===== src/logic/chan_seq_pkg.sv =====
package chan_seq_pkg;

  // ----------------------------------------
  // Word layout (vector index = 35 - bit)
  // ----------------------------------------
  localparam int WORD_W = 36;
  localparam int HALF_W = 18;
  localparam int LEFT_LSB = 18;
  localparam int FIRST_PTR_LSB = 1;
  localparam int FIRST_PTR_MSB = 8;
  localparam int FIRST_PTR_W = 8;
  localparam int PTR_LOAD_ZERO_LSB = 17;

  // ----------------------------------------
  // Reset values and step increment
  // ----------------------------------------
  localparam logic [35:0] WORD_ZERO = 36'h000000000;
  localparam logic [17:0] HALF_ZERO = 18'h00000;
  localparam logic [17:0] HALF_ONE = 18'h00001;
  localparam logic [7:0] BYTE_ZERO = 8'h00;

  // ----------------------------------------
  // Timing
  // ----------------------------------------
  localparam int DELAY_W = 8;
  localparam int CLK_PERIOD_NS = 40;
  localparam int START_DELAY_NS = 50;
  localparam logic [7:0] START_DELAY_CYC =
    8'((START_DELAY_NS + CLK_PERIOD_NS - 1) / CLK_PERIOD_NS);
  localparam logic [7:0] PTR_XFER_CYC = 8'h02;
  localparam logic [7:0] READ_SETTLE_CYC = 8'h02;

  // ----------------------------------------
  // Sequencer states
  // ----------------------------------------
  typedef enum logic [3:0] {
    ST_IDLE,
    ST_START,
    ST_WAIT_PTR,
    ST_PTR_XFER,
    ST_FETCH,
    ST_MEM,
    ST_SETTLE,
    ST_SYNC_OFF,
    ST_EVAL,
    ST_DATA
  } seq_state_e;

endpackage


===== src/logic/desc_eval_if.sv =====
`timescale 1ns/1ns
// Buffer word out, descriptor decode back
interface desc_eval_if;
  logic [35:0] word;
  logic par;
  logic count_zero;
  logic pointer_zero;
  logic parity_err;
  logic pointer_word_ok;
  modport src (output word, output par, input count_zero,
    input pointer_zero, input parity_err, input pointer_word_ok);
  modport eval (input word, input par, output count_zero,
    output pointer_zero, output parity_err, output pointer_word_ok);
endinterface


===== src/logic/desc_eval.sv =====
`timescale 1ns/1ns
module desc_eval (
  desc_eval_if.eval bus
);
  import chan_seq_pkg::*;

  // Zero and odd-parity detection on the buffer
  always_comb begin
    bus.count_zero = (bus.word[WORD_W-1:LEFT_LSB] == HALF_ZERO);
    bus.pointer_zero = (bus.word[HALF_W-1:0] == HALF_ZERO);
    bus.parity_err = ~(^{bus.word, bus.par});
    bus.pointer_word_ok = (bus.word[WORD_W-1:PTR_LOAD_ZERO_LSB] == 19'h00000);
  end
endmodule


===== src/logic/settle_timer.sv =====
`timescale 1ns/1ns
module settle_timer (
  // Clock and reset
  input wire logic i_sys_clk,
  input wire logic i_rst_n,
  // Control
  input wire logic i_start,
  input wire logic [chan_seq_pkg::DELAY_W-1:0] i_cycles,
  output logic o_done
);
  import chan_seq_pkg::*;

  logic [DELAY_W-1:0] remain;

  // Count down, pulse done on the last cycle
  always_ff @(posedge i_sys_clk) begin
    if (!i_rst_n) begin
      remain <= BYTE_ZERO;
      o_done <= 1'b0;
    end else if (i_start) begin
      remain <= i_cycles;
      o_done <= 1'b0;
    end else begin
      o_done <= (remain == 8'h01);
      if (remain != BYTE_ZERO) begin
        remain <= remain - 8'h01;
      end
    end
  end
endmodule


===== src/logic/descriptor_channel_sequencer.sv =====
`timescale 1ns/1ns
// What this block does
// Access request clears idle, raises grant, then awaits first pointer
// Request clears stop latch; start pulse later clears idle and buffer
// Peripheral sends first pointer on bits 27-34 with peer strobe
// Peripheral holds bits 0-18 zero in the first pointer word
// Direction select captured into memory write direction flag at setup
// Pointer word with zero left half loads descriptor pointer, clears buffer
// Pointer load sets fetch request; fetch clears count, sets cycle flag
// Cycle flag requests mux; on grant drive pointer address, read cycle
// Cycle request on flag, grant, none pending; first latches pointer
// Address accepted sets withdrawn flag, dropping cycle request
// Read return fills buffer; after settle end cycle, clear fetch
// Cycle flag drops only once all transfer requests are inactive
// Descriptor parity error sets idle and signals the peripheral
// All-zero descriptor sets idle and withdraws grant
// Zero count, nonzero pointer: jump to pointer, fetch next
// Nonzero count loads count, and transfer pointer if nonzero, from buffer
// Zero pointer sets discard: words accepted, none written
// Count and pointer step per word; overflow fetches next descriptor
// Descriptor pointer steps once after evaluation
// First memory word goes straight out; setup strobe meant ready
// Empty buffer starts a read; full buffer waits for peer strobe
// Count zero and buffer empty fetches next descriptor
// Peer strobe word written, counters stepped, then host strobe
// Channel reset forces the whole sequencer clear
// Peripheral waits 400 ns after grant falls before re-requesting
// Every settle delay is a programmable count of clock cycles
module descriptor_channel_sequencer #(
  parameter logic [7:0] START_CYC = chan_seq_pkg::START_DELAY_CYC,
  parameter logic [7:0] XFER_CYC = chan_seq_pkg::PTR_XFER_CYC,
  parameter logic [7:0] SETTLE_CYC = chan_seq_pkg::READ_SETTLE_CYC
) (
  // Clock and reset
  input wire logic i_sys_clk,
  input wire logic i_rst_n,
  // Peripheral control
  input wire logic i_chan_reset,
  input wire logic i_access_req,
  input wire logic i_dir_to_periph,
  input wire logic i_peer_strobe,
  input wire logic [chan_seq_pkg::WORD_W-1:0] i_periph_data,
  output logic o_access_grant,
  output logic o_idle,
  output logic o_host_strobe,
  output logic [chan_seq_pkg::WORD_W-1:0] o_periph_data,
  output logic o_descriptor_parity_error,
  output logic [chan_seq_pkg::FIRST_PTR_W-1:0] o_first_pointer,
  // Memory multiplexor port
  output logic o_mux_request,
  input wire logic i_mux_grant,
  output logic o_cycle_request,
  output logic o_mem_read,
  output logic o_mem_write,
  output logic [chan_seq_pkg::HALF_W-1:0] o_mem_addr,
  output logic [chan_seq_pkg::WORD_W-1:0] o_mem_wdata,
  input wire logic i_address_accepted,
  input wire logic i_read_return,
  input wire logic [chan_seq_pkg::WORD_W-1:0] i_mem_rdata,
  input wire logic i_mem_rparity
);
  import chan_seq_pkg::*;

  // ----------------------------------------
  // Parameter checks
  // ----------------------------------------
  if (START_CYC == BYTE_ZERO || XFER_CYC == BYTE_ZERO ||
      SETTLE_CYC == BYTE_ZERO) begin : g_bad_delay
    $error("settle delays must be at least one cycle");
  end

  function automatic logic [17:0] step(input logic [17:0] v);
    return v + HALF_ONE;
  endfunction

  // ----------------------------------------
  // State and registers
  // ----------------------------------------
  seq_state_e state;
  logic clear;
  logic req_d;
  logic stop_latch;
  logic memory_write_direction;
  logic [35:0] transfer_buffer;
  logic buffer_par;
  logic buffer_full;
  logic periph_ready;
  logic [17:0] descriptor_pointer;
  logic [17:0] remaining_count;
  logic [17:0] transfer_pointer;
  logic discard_flag;
  logic descriptor_fetch_request;
  logic descriptor_fetch_active;
  logic word_transfer_request;
  logic memory_cycle_flag;
  logic request_withdrawn;
  logic first_pointer_latched;
  logic eval_pending;
  logic tmr_start;
  logic [7:0] tmr_cycles;
  logic tmr_done;
  logic descriptor_writeback;
  desc_eval_if dbus ();

  // Pulses decoded from state and inputs
  logic start_pulse;
  logic ptr_load;
  logic ptr_bad;
  logic req_go;
  logic addr_ack;
  logic rd_ret;
  logic settle_done;
  logic eval_jump;
  logic eval_stop;
  logic eval_data;
  logic fetch_go;
  logic hand_word;
  logic skip_word;
  logic write_word;
  logic read_word;
  logic abort;

  assign clear = !i_rst_n || i_chan_reset;
  assign descriptor_writeback = 1'b0;
  assign dbus.word = transfer_buffer;
  assign dbus.par = buffer_par;
  assign o_mux_request = memory_cycle_flag;

  always_comb begin
    start_pulse = (state == ST_IDLE) && i_access_req && !req_d;
    ptr_load = (state == ST_PTR_XFER) && tmr_done && dbus.pointer_word_ok;
    ptr_bad = (state == ST_PTR_XFER) && tmr_done && !dbus.pointer_word_ok;
    req_go = memory_cycle_flag && i_mux_grant && !o_cycle_request &&
      !request_withdrawn;
    addr_ack = (state == ST_MEM) && o_cycle_request && i_address_accepted;
    rd_ret = (state == ST_MEM) && request_withdrawn && i_read_return &&
      !o_mem_write;
    settle_done = (state == ST_SETTLE) && tmr_done;
    eval_stop = (state == ST_EVAL) && (dbus.parity_err ||
      (dbus.count_zero && dbus.pointer_zero));
    eval_jump = (state == ST_EVAL) && !eval_stop && dbus.count_zero;
    eval_data = (state == ST_EVAL) && !eval_stop && !dbus.count_zero;
    fetch_go = (state == ST_DATA) && !buffer_full &&
      (remaining_count == HALF_ZERO);
    hand_word = (state == ST_DATA) && !memory_write_direction &&
      buffer_full && periph_ready;
    read_word = (state == ST_DATA) && !memory_write_direction &&
      !buffer_full && !fetch_go;
    skip_word = (state == ST_DATA) && memory_write_direction &&
      !fetch_go && i_peer_strobe && discard_flag;
    write_word = (state == ST_DATA) && memory_write_direction &&
      !fetch_go && i_peer_strobe && !discard_flag;
    abort = !i_access_req && ((state == ST_WAIT_PTR) ||
      (state == ST_DATA));
  end

  // ----------------------------------------
  // Sub-blocks
  // ----------------------------------------
  desc_eval u_eval (
    .bus (dbus)
  );

  settle_timer u_timer (
    .i_sys_clk (i_sys_clk),
    .i_rst_n (!clear),
    .i_start (tmr_start),
    .i_cycles (tmr_cycles),
    .o_done (tmr_done)
  );

  // ----------------------------------------
  // Sequencer
  // ----------------------------------------
  // Main state walk and delay launches
  always_ff @(posedge i_sys_clk) begin
    if (clear) begin
      state <= ST_IDLE;
      tmr_start <= 1'b0;
      tmr_cycles <= BYTE_ZERO;
      eval_pending <= 1'b0;
    end else begin
      tmr_start <= 1'b0;
      case (state)
        ST_IDLE: begin
          if (start_pulse) begin
            state <= ST_START;
            tmr_start <= 1'b1;
            tmr_cycles <= START_CYC;
          end
        end
        ST_START: begin
          if (tmr_done) begin
            state <= ST_WAIT_PTR;
          end
        end
        ST_WAIT_PTR: begin
          if (abort) begin
            state <= ST_IDLE;
          end else if (i_peer_strobe) begin
            state <= ST_PTR_XFER;
            tmr_start <= 1'b1;
            tmr_cycles <= XFER_CYC;
          end
        end
        ST_PTR_XFER: begin
          if (ptr_load) begin
            state <= ST_FETCH;
          end else if (ptr_bad) begin
            state <= ST_IDLE;
          end
        end
        ST_FETCH: begin
          state <= ST_MEM;
          eval_pending <= 1'b1;
        end
        ST_MEM: begin
          if (rd_ret) begin
            state <= ST_SETTLE;
            tmr_start <= 1'b1;
            tmr_cycles <= SETTLE_CYC;
          end else if (addr_ack && o_mem_write) begin
            state <= ST_SYNC_OFF;
          end
        end
        ST_SETTLE: begin
          if (settle_done) begin
            state <= ST_SYNC_OFF;
          end
        end
        ST_SYNC_OFF: begin
          if (!descriptor_fetch_request && !descriptor_fetch_active &&
              !word_transfer_request && !descriptor_writeback) begin
            state <= eval_pending ? ST_EVAL : ST_DATA;
            eval_pending <= 1'b0;
          end
        end
        ST_EVAL: begin
          if (eval_stop) begin
            state <= ST_IDLE;
          end else if (eval_jump) begin
            state <= ST_FETCH;
          end else begin
            state <= ST_DATA;
          end
        end
        ST_DATA: begin
          if (abort) begin
            state <= ST_IDLE;
          end else if (fetch_go) begin
            state <= ST_FETCH;
          end else if (read_word || write_word) begin
            state <= ST_MEM;
          end
        end
        default: state <= ST_IDLE;
      endcase
    end
  end

  // Idle, grant, stop latch and error pulse
  always_ff @(posedge i_sys_clk) begin
    if (clear) begin
      o_idle <= 1'b1;
      o_access_grant <= 1'b0;
      stop_latch <= 1'b0;
      req_d <= 1'b0;
      o_descriptor_parity_error <= 1'b0;
    end else begin
      req_d <= i_access_req;
      o_descriptor_parity_error <= (state == ST_EVAL) &&
        dbus.parity_err;
      if (start_pulse) begin
        stop_latch <= 1'b0;
      end
      if ((state == ST_START) && tmr_done) begin
        o_idle <= 1'b0;
        o_access_grant <= 1'b1;
      end else if (eval_stop || ptr_bad || abort) begin
        o_idle <= 1'b1;
        o_access_grant <= 1'b0;
        stop_latch <= 1'b1;
      end
    end
  end

  // Direction captured during setup
  always_ff @(posedge i_sys_clk) begin
    if (clear) begin
      memory_write_direction <= 1'b0;
    end else if ((state == ST_START) || (state == ST_WAIT_PTR)) begin
      memory_write_direction <= !i_dir_to_periph;
    end
  end

  // ----------------------------------------
  // Transfer buffer
  // ----------------------------------------
  // Fill, clear and full flag
  always_ff @(posedge i_sys_clk) begin
    if (clear) begin
      transfer_buffer <= WORD_ZERO;
      buffer_par <= 1'b1;
      buffer_full <= 1'b0;
    end else begin
      if (((state == ST_START) && tmr_done) || ptr_load || eval_data ||
          skip_word || hand_word || (addr_ack && o_mem_write)) begin
        transfer_buffer <= WORD_ZERO;
        buffer_par <= 1'b1;
        buffer_full <= 1'b0;
      end else if (((state == ST_WAIT_PTR) && i_peer_strobe) ||
          write_word) begin
        transfer_buffer <= i_periph_data;
      end else if (rd_ret) begin
        transfer_buffer <= i_mem_rdata;
        buffer_par <= i_mem_rparity;
      end
      if (settle_done && !eval_pending) begin
        buffer_full <= 1'b1;
      end
    end
  end

  // Peripheral readiness; the setup strobe counts as ready
  always_ff @(posedge i_sys_clk) begin
    if (clear) begin
      periph_ready <= 1'b0;
    end else if (((state != ST_WAIT_PTR) && i_peer_strobe) || ptr_load) begin
      periph_ready <= 1'b1;
    end else if (hand_word) begin
      periph_ready <= 1'b0;
    end
  end

  // Word and strobe toward the peripheral
  always_ff @(posedge i_sys_clk) begin
    if (clear) begin
      o_host_strobe <= 1'b0;
      o_periph_data <= WORD_ZERO;
    end else begin
      o_host_strobe <= hand_word || skip_word ||
        (addr_ack && o_mem_write);
      if (hand_word) begin
        o_periph_data <= transfer_buffer;
      end
    end
  end

  // ----------------------------------------
  // Pointers and count
  // ----------------------------------------
  // Descriptor pointer: first load, jump, step
  always_ff @(posedge i_sys_clk) begin
    if (clear) begin
      descriptor_pointer <= HALF_ZERO;
    end else if (ptr_load || eval_jump) begin
      descriptor_pointer <= transfer_buffer[HALF_W-1:0];
    end else if (eval_data) begin
      descriptor_pointer <= step(descriptor_pointer);
    end
  end

  // Count, transfer pointer and discard flag
  always_ff @(posedge i_sys_clk) begin
    if (clear) begin
      remaining_count <= HALF_ZERO;
      transfer_pointer <= HALF_ZERO;
      discard_flag <= 1'b0;
    end else if (state == ST_FETCH) begin
      remaining_count <= HALF_ZERO;
    end else if (eval_data) begin
      remaining_count <= transfer_buffer[WORD_W-1:LEFT_LSB];
      discard_flag <= dbus.pointer_zero;
      if (!dbus.pointer_zero) begin
        transfer_pointer <= transfer_buffer[HALF_W-1:0];
      end
    end else if (skip_word ||
        (addr_ack && !descriptor_fetch_active)) begin
      remaining_count <= step(remaining_count);
      transfer_pointer <= step(transfer_pointer);
    end
  end

  // ----------------------------------------
  // Memory cycle control
  // ----------------------------------------
  // Fetch and transfer requests, cycle flag
  always_ff @(posedge i_sys_clk) begin
    if (clear) begin
      descriptor_fetch_request <= 1'b0;
      descriptor_fetch_active <= 1'b0;
      word_transfer_request <= 1'b0;
      memory_cycle_flag <= 1'b0;
    end else begin
      if (ptr_load || eval_jump || fetch_go) begin
        descriptor_fetch_request <= 1'b1;
      end else if (state == ST_FETCH) begin
        descriptor_fetch_request <= 1'b0;
        descriptor_fetch_active <= 1'b1;
        memory_cycle_flag <= 1'b1;
      end
      if (read_word || write_word) begin
        word_transfer_request <= 1'b1;
        memory_cycle_flag <= 1'b1;
      end
      if (settle_done || (addr_ack && o_mem_write)) begin
        descriptor_fetch_active <= 1'b0;
        word_transfer_request <= 1'b0;
      end
      if ((state == ST_SYNC_OFF) && !descriptor_fetch_request &&
          !descriptor_fetch_active && !word_transfer_request &&
          !descriptor_writeback) begin
        memory_cycle_flag <= 1'b0;
      end
    end
  end

  // Cycle request, withdrawal and address phase
  always_ff @(posedge i_sys_clk) begin
    if (clear) begin
      o_cycle_request <= 1'b0;
      request_withdrawn <= 1'b0;
      o_mem_read <= 1'b0;
      o_mem_write <= 1'b0;
      o_mem_addr <= HALF_ZERO;
      o_mem_wdata <= WORD_ZERO;
    end else if (req_go) begin
      o_cycle_request <= 1'b1;
      o_mem_read <= !word_transfer_request || !memory_write_direction;
      o_mem_write <= word_transfer_request && memory_write_direction;
      o_mem_addr <= descriptor_fetch_active ? descriptor_pointer :
        transfer_pointer;
      o_mem_wdata <= transfer_buffer;
    end else if (addr_ack) begin
      o_cycle_request <= 1'b0;
      request_withdrawn <= 1'b1;
    end else if (!memory_cycle_flag) begin
      // Cycle flag is down: arm for the next request
      request_withdrawn <= 1'b0;
      o_mem_read <= 1'b0;
      o_mem_write <= 1'b0;
    end
  end

  // First pointer bits caught on the first cycle request
  always_ff @(posedge i_sys_clk) begin
    if (clear || start_pulse) begin
      first_pointer_latched <= 1'b0;
      o_first_pointer <= BYTE_ZERO;
    end else if (req_go && !first_pointer_latched) begin
      first_pointer_latched <= 1'b1;
      o_first_pointer <=
        descriptor_pointer[FIRST_PTR_MSB:FIRST_PTR_LSB];
    end
  end

endmodule


===== config.mk =====
export PLATFORM = sky130hd
export DESIGN_NAME = descriptor_channel_sequencer
export DESIGN_NICKNAME = d
export VERILOG_FILES = /design/src/logic/chan_seq_pkg.sv /design/src/logic/desc_eval_if.sv /design/src/logic/desc_eval.sv /design/src/logic/settle_timer.sv /design/src/logic/descriptor_channel_sequencer.sv
export SDC_FILE = /design/constraint.sdc
export NUM_CORES = 1
export LEC_CHECK = 0
export ABC_AREA = 1
export BUFFER_PORTS_ARGS = -buffer_cell sky130_fd_sc_hd__buf_2
export CELL_PAD_IN_SITES_DETAIL_PLACEMENT = 2
export CELL_PAD_IN_SITES_GLOBAL_PLACEMENT = 2
export CORE_MARGIN = 3
export CORE_UTILIZATION = 34
export CTS_CLUSTER_SIZE = 24
export DETAILED_ROUTE_END_ITERATION = 6
export HOLD_SLACK_MARGIN = 0.03
export PLACE_DENSITY = 0.93
export SYNTH_ARGS = -nofsm -noshare
export SYNTH_HDL_FRONTEND = slang
export SYNTH_SLANG_ARGS = --single-unit
export TNS_END_PERCENT = 100

===== constraint.sdc =====
create_clock -name i_sys_clk -period 6.9 [get_ports i_sys_clk]
set_input_delay 0 -clock i_sys_clk [delete_from_list [all_inputs] [get_ports i_sys_clk]]
set_output_delay 0 -clock i_sys_clk [all_outputs]
set_load 0.01 [all_outputs]

### Word-level counts from Yosys, hierarchy flattened

Cells that the tools add are included.

* bits in registers: 230
* input port bits: 82

* add/subtract/negate cells: 4
* equality and inequality tests: 27
* multiplexer cells: 61
* bitwise gates (word level): 5
* reductions and logical operators: 121

Operators by type and width (count)
* $mux W18: 8
* $mux W36: 2
* $mux W4: 15
* $add A18 B1 Y18 const B: 3
* $logic_not A18 Y1: 3
* $mux W8: 6
* $logic_and A1 B1 Y1: 46
* $pmux W4 S10: 1
* $reduce_xor A37 Y1: 1
* $mux W1: 26
* $pmux W8 S3: 1
* $logic_or A1 B1 Y1: 22
* $reduce_bool A2 Y1: 11
* $logic_not A1 Y1: 19
* $logic_not A19 Y1: 1
* $ne A2 B2 Y1 const B: 9
* $eq A4 B3 Y1 const B: 4
* $reduce_and A2 Y1: 7
* $reduce_or A2 Y1: 5
* $eq A4 B2 Y1 const B: 2
* $eq A4 B4 Y1 const B: 2
* $eq A8 B1 Y1 const B: 1
* $reduce_and A8 Y1: 1
* $reduce_bool A8 Y1: 1
* 14 further kinds: 21

### Longest topological paths before layout

* word-level depth: 13
* gate-level depth with buffers: 21
* depth with buffers taken out: 19

### Modules after synthesis

Synthesis repeated with hierarchy kept, for this count alone.

* cell total of the unflattened synthesis: 1826
* area, all modules: 11964.0 um^2

By module, submodules not included
* descriptor_channel_sequencer: times used 1, cells each 1552, area each 10450.0 um^2, seq. area each 4284.1 um^2
* desc_eval: times used 1, cells each 190, area each 924.6 um^2, seq. area each 0.0 um^2
* settle_timer: times used 1, cells each 84, area each 589.3 um^2, seq. area each 180.2 um^2

### Worst setup path before layout

Ideal clock, no wire load.

* path type: register to register
* start: reg transfer_buffer[21] (netlist: dbus.word[21])
* end: reg descriptor_pointer[0]
* arrival time: 2093 ps
* data required time: 6768 ps
* setup slack: 4675 ps
* stages on the path, launching flop included: 17
* buffers on the path: 1
* clock period less this slack: 2225 ps
* cell sequence: dfxtp_1 -> inv_1 -> ha_1 -> xor2_1 -> nand3_1 -> nand2_1 -> nand2_1 -> nand2_1 -> nand3_1 -> nand3_1 -> nand2_2 -> nand3_1 -> nand2_2 -> inv_2 -> buf_6 -> a21oi_1 -> a21oi_1

* word-level cells in the longest chain between the ends: 9
* elaborated cells on any way between the ends: 16
* classes of those cells: 1 x mux; 1 x bitwise; 14 x reduce/logical

RTL lines
* start, declared: line descriptor_channel_sequencer.sv:84 `logic [35:0] transfer_buffer;`
* start signal, assigned: line descriptor_channel_sequencer.sv:313 `transfer_buffer <= i_periph_data;`
* start signal, assigned: line descriptor_channel_sequencer.sv:315 `transfer_buffer <= i_mem_rdata;`
* $reduce_xor A37 Y1 or $logic_not A18 Y1 (tied branches): line desc_eval.sv:11, desc_eval.sv:9
* $not A1 Y1 or $logic_and A1 B1 Y1 (tied branches): line desc_eval.sv:11, descriptor_channel_sequencer.sv:140
* $logic_or A1 B1 Y1: line descriptor_channel_sequencer.sv:139 `eval_stop = (state == ST_EVAL) && (dbus.parity_err ||`
* $logic_and A1 B1 Y1: line descriptor_channel_sequencer.sv:139
* $logic_not A1 Y1: line descriptor_channel_sequencer.sv:141, descriptor_channel_sequencer.sv:142
* $logic_and A1 B1 Y1: line descriptor_channel_sequencer.sv:141, descriptor_channel_sequencer.sv:142
* $logic_and A1 B1 Y1: line descriptor_channel_sequencer.sv:141 `eval_jump = (state == ST_EVAL) && !eval_stop && dbus.count_zero;`
* $logic_or A1 B1 Y1: line descriptor_channel_sequencer.sv:356 `end else if (ptr_load || eval_jump) begin`
* $mux W18 or $reduce_bool A2 Y1 (tied branches)
* end signal, assigned: line descriptor_channel_sequencer.sv:357 `descriptor_pointer <= transfer_buffer[HALF_W-1:0];`
* end signal, assigned: line descriptor_channel_sequencer.sv:359 `descriptor_pointer <= step(descriptor_pointer);`
* end, declared: line descriptor_channel_sequencer.sv:88 `logic [17:0] descriptor_pointer;`

Several ways; a longest one is shown, not always the timed one.
A chain may end at the register's enable or synchronous reset.

### Worst setup path after layout

* start: reg transfer_buffer[18] (netlist: dbus.word[18])
* end: reg transfer_buffer[18] (netlist: dbus.word[18])

* word-level cells in the longest chain between the ends: 12
* elaborated cells on any way between the ends: 18
* classes of those cells: 1 x bitwise; 17 x reduce/logical

RTL lines
* $reduce_xor A37 Y1 or $logic_not A18 Y1 (tied branches): line desc_eval.sv:11, desc_eval.sv:9
* $not A1 Y1 or $logic_and A1 B1 Y1 (tied branches): line desc_eval.sv:11, descriptor_channel_sequencer.sv:140
* $logic_or A1 B1 Y1: line descriptor_channel_sequencer.sv:139
* $logic_and A1 B1 Y1: line descriptor_channel_sequencer.sv:139
* $logic_not A1 Y1: line descriptor_channel_sequencer.sv:142 `eval_data = (state == ST_EVAL) && !eval_stop && !dbus.count_zero;`
* $logic_and A1 B1 Y1 (2 in series): line descriptor_channel_sequencer.sv:142
* $logic_or A1 B1 Y1 * (2 in series): line descriptor_channel_sequencer.sv:306 `if (((state == ST_START) && tmr_done) || ptr_load || eval_data ||`
* $logic_or A1 B1 Y1 * (2 in series): line descriptor_channel_sequencer.sv:307 `skip_word || hand_word || (addr_ack && o_mem_write)) begin`
* $reduce_or A2 Y1 (no source line) *

Every way passes the cells marked *; elsewhere a longest branch is shown, timed or not.

==> results.md <==
Setup path:
- The worst setup path is captured at a register.
- Data on the critical path is required at its endpoint by ~7.3 ns.
- Along the worst path, the maximum fanout reaches 62.
- The critical setup path kind is reg -> reg.
- The worst path arrival time is ~5.5 ns.
- The worst setup path is launched from a register.
- The register-to-register setup slack is 1.82 ns.

CTS:
- The number of instances resized during post-cts repair is 0.
- The CTS root buffer is clkbuf_16.
- The total number of clock tree sinks is about 220.
- The number of clock buffers added by TritonCTS is 26.
- The post-CTS setup buffer count is 0.
- TritonCTS built the clock tree.
- After clock tree synthesis, the flow added hold-fix buffers numbering 79.
- The buffer depth of the longest clock path is 3.
- Clock latency on the worst-skew pair, taken at its later pin, is 0.57 ns.
- In this run the number of H-tree levels came out at 1.
- Clock-pin slew was measured on the worst setup and hold paths at roughly 0.08 ns.

Synthesis:
- The async set-reset flop share out of synthesis is 0.
- After synthesis the netlist holds a flip-flop and latch count of between 200 and 250.
- The cell area after synthesis is 0.0109 mm^2.
- The average instance area after synthesis is 6.95 um^2.
- The post-synth net total is around 1700.
- The synthesis warning total is 0.
- Counting every instance in the synthesized netlist gives 1572.
- The synthesized design contains 0 enable-type register cells.
- The sequential share of the synthesized area is 0.409.
- In the synthesized netlist the dominant register cell turns out to be dfxtp_1.
- The post-synthesis cell type count is 46.

Cells and area:
- The final-stage net count is 1897.
- Compared with the post-synthesis result, the final layout area differs by 26.8%.
- The number of non-filler instances in the completed layout is between 2000 and 2500.
- Of the cells placed in the final design, the portion with a size suffix greater than 1 is 0.152.
- After filler insertion, the fill cell instance count of the layout stands at approximately 3600.
- For this run, the share of the core covered by cells in the final layout is 0.438.

STA:
- The worst path needs about 5.1 ns of the cycle, external delays included.
- In this run the tightest slew margin relative to its limit is 0.123.
- Setup repair after global routing left no endpoint under its margin.
- Based on the critical path, the design can be clocked at up to 197 MHz.
- The largest clock skew in the final design is 0.0383 ns.
- The pin slew with the least headroom to its limit is around 1.3 ns.
- In the final timing run, aggregate negative setup slack is 0 ns.
- The total setup violations reported at the end of the flow is 0.
- The number of failing hold endpoints at the final stage is 0.
- The total count of max-transition violations in the final report was 0.
- The share of the clock period used by the worst path after layout is 0.736.

Power:
- In this run the static leakage power is 6.12 nW.
- The power density over the cells is 232 mW/mm^2.
- The largest vdd supply drop is 0.000173 V.

Floorplan:
- The core region is 0.0316 mm^2.
- The die outline width is approximately 190 um.
- The number of primary I/O pins is 188.
- The floorplan step set the die height to about 190 um.
- After floorplanning, the core was divided into 65 placement rows.
- The initial core utilization is 0.345.
- The die covers 0.0343 mm^2.

Drt:
- The wire length per cell is 26.5 um.
- After the first detailed-routing iteration, the DRC count stood at 1070.
- The routed layout has around 13000 vias.
- The number of nets with antenna violations after routing is 0.
- In the routed design, unresolved DRC markers number 0.
- The overall routed net length is slightly below 60000 um.
- The length of the first detailed-routing pass in iterations is 5.
- After detailed routing, the number of vias per cell comes to 5.75.

Global routing:
- The largest net degree at the start of global routing is 120.
- The number of antenna violations at the first check in global routing is 3.
- The number of global-route vias before repair is between 10000 and 15000.
- The overall global routing resource usage is 0.335.
- The first global-routing pass estimated 88500 um of wire.
- The total global routing overflow is 0.

Place:
- The detailed-placement wirelength estimate is 32900 um.
- After detailed placement, the design holds a cell count of between 2000 and 2500.
- The congestion estimate from routability-driven global placement came to roughly 0.86.
- The count of input and output buffers is 187.

Status:
- The flow ran to the end, and the final reports show no timing, DRC or antenna violations.

Flow run:
- Max-cap violations in this run came to 0.

Worst hold path:
- The type of the most critical hold path is in -> reg.
[per-layer routing]
metal / GRT usage / vias to the layer above / routed length [um]
li1: - / 5592 / -
met1: 0.380 / 6377 / 22700
met2: 0.596 / 595 / 29200
met3: 0.0646 / 209 / 3690
met4: 0.174 / 4 / 3150
met5: 0 / - / 23
[area by class of cell]
cell class | instances | area (um^2) | share of cell area
diodes | 2 | 5.00 | 0.000361
clock buffers | 34 | 732 | 0.0529
clock inverters | 13 | 225 | 0.0163
inverters | 167 | 632 | 0.0456
multi-input cells | 1109 | 5510 | 0.398
flip-flops and latches | 223 | 4460 | 0.322
well taps | 402 | 503 | 0.0363
repair buffers | 273 | 1780 | 0.128
[where the power goes]
part | switching, mW | internal (mW) | leakage (nW)
Sequential | 0.0184 | 1.31 | 1.80
Combinational | 0.167 | 0.0925 | 3.85
Clock | 0.649 | 0.973 | 0.468
[state kept, by name (all words and copies together), names as in the netlist, 4 cells and up]
signal,count
state,4
transfer_pointer,18
dbus.word,36
descriptor_pointer,18
remaining_count,18
o_periph_data,36
o_mem_addr,18
u_timer.remain,8
o_mem_wdata,36
o_first_pointer,8
[synth_stat cells (5+ instances only)]
master / number / area, um^2
dfxtp_1: 223 / 4460
a22oi_1: 14 / 105
a21oi_1: 128 / 641
buf_2: 14 / 70.1
nor4_1: 10 / 62.6
o21ai_0: 131 / 656
clkbuf_1: 45 / 169
nand2_1: 418 / 1570
nand4_1: 23 / 144
inv_1: 154 / 578
nand3_1: 85 / 425
inv_2: 10 / 37.5
nand3b_1: 6 / 45.0
a31oi_1: 43 / 269
xnor2_1: 17 / 149
buf_1: 6 / 22.5
nor2_1: 120 / 450
xor2_1: 37 / 324
buf_6: 5 / 56.3
nor2_2: 5 / 31.3
nor3_1: 23 / 115
nand2_2: 6 / 37.5
ha_1: 15 / 188
[critical path, cell delays in order, from the launching register on]
cell,delay [ns]
dfxtp_1,0.56
inv_1,0.18
ha_1,0.27
nand4_1,0.13
nor3_1,0.07
nand2_1,0.15
nand2_1,0.42
inv_1,0.52
nand4_4,0.85
nand2_1,0.42
inv_2,0.12
nand2_4,0.40
a31oi_1,0.13
dlygate4sd3_1,0.65
[stage by stage]
| step | hold slack, ns | setup WS, ns | instance area [um^2] | total power [mW] |
|---|---|---|---|---|
| 2_1_floorplan | 0.0900 | 4.68 | 10900 | 1.50 |
| 3_3_place_gp | 0.204 | 3.23 | 12100 | 1.56 |
| 3_5_place_dp | 0.213 | 2.88 | 12100 | 1.58 |
| 4_1_cts | 0.0531 | 2.30 | 13800 | 3.18 |
| 5_1_grt | 0.117 | 1.75 | 13800 | 3.30 |
| 6_report | 0.0803 | 1.82 | 13800 | 3.21 |
[cell usage in the layout, fill, tap and decap left out, types with 15 or more instances in the layout]
cell           instances
nor2_1               119
ha_1                  15
clkbuf_16             27
nand2_1              418
a21oi_1              128
a31oi_1               43
xnor2_1               17
nand4_1               23
dlygate4sd3_1         79
o21ai_0              131
inv_1                154
dfxtp_1              223
nor3_1                23
nand3_1               85
xor2_1                37
buf_2                187
[final timing paths]
| check | from | end | depth (start not counted) |
|---|---|---|---|
| setup / recovery | dbus.word[18] | dbus.word[18] | 13 |
| hold reg to reg | tmr_cycles[1] | tmr_cycles[1] | 2 |
| setup reg to reg | dbus.word[18] | dbus.word[18] | 13 |
| hold / removal | i_peer_strobe | tmr_cycles[1] | 5 |
[cell families (layout without fill, tap and decap cells)]
group                    count (synthesis)  count (layout)  synth area share
AO/OA/AOI/OAI                          329             329             0.163
flip-flops                             223             223             0.409
adder cells (fa/ha/maj)                 15              15            0.0172
buffers and inverters                  240             487            0.0890
other                                    0               2                 0
AND/OR/NAND/NOR                        711             711             0.279
XOR/XNOR                                54              54            0.0433
Power figures use the tool's default switching activity.
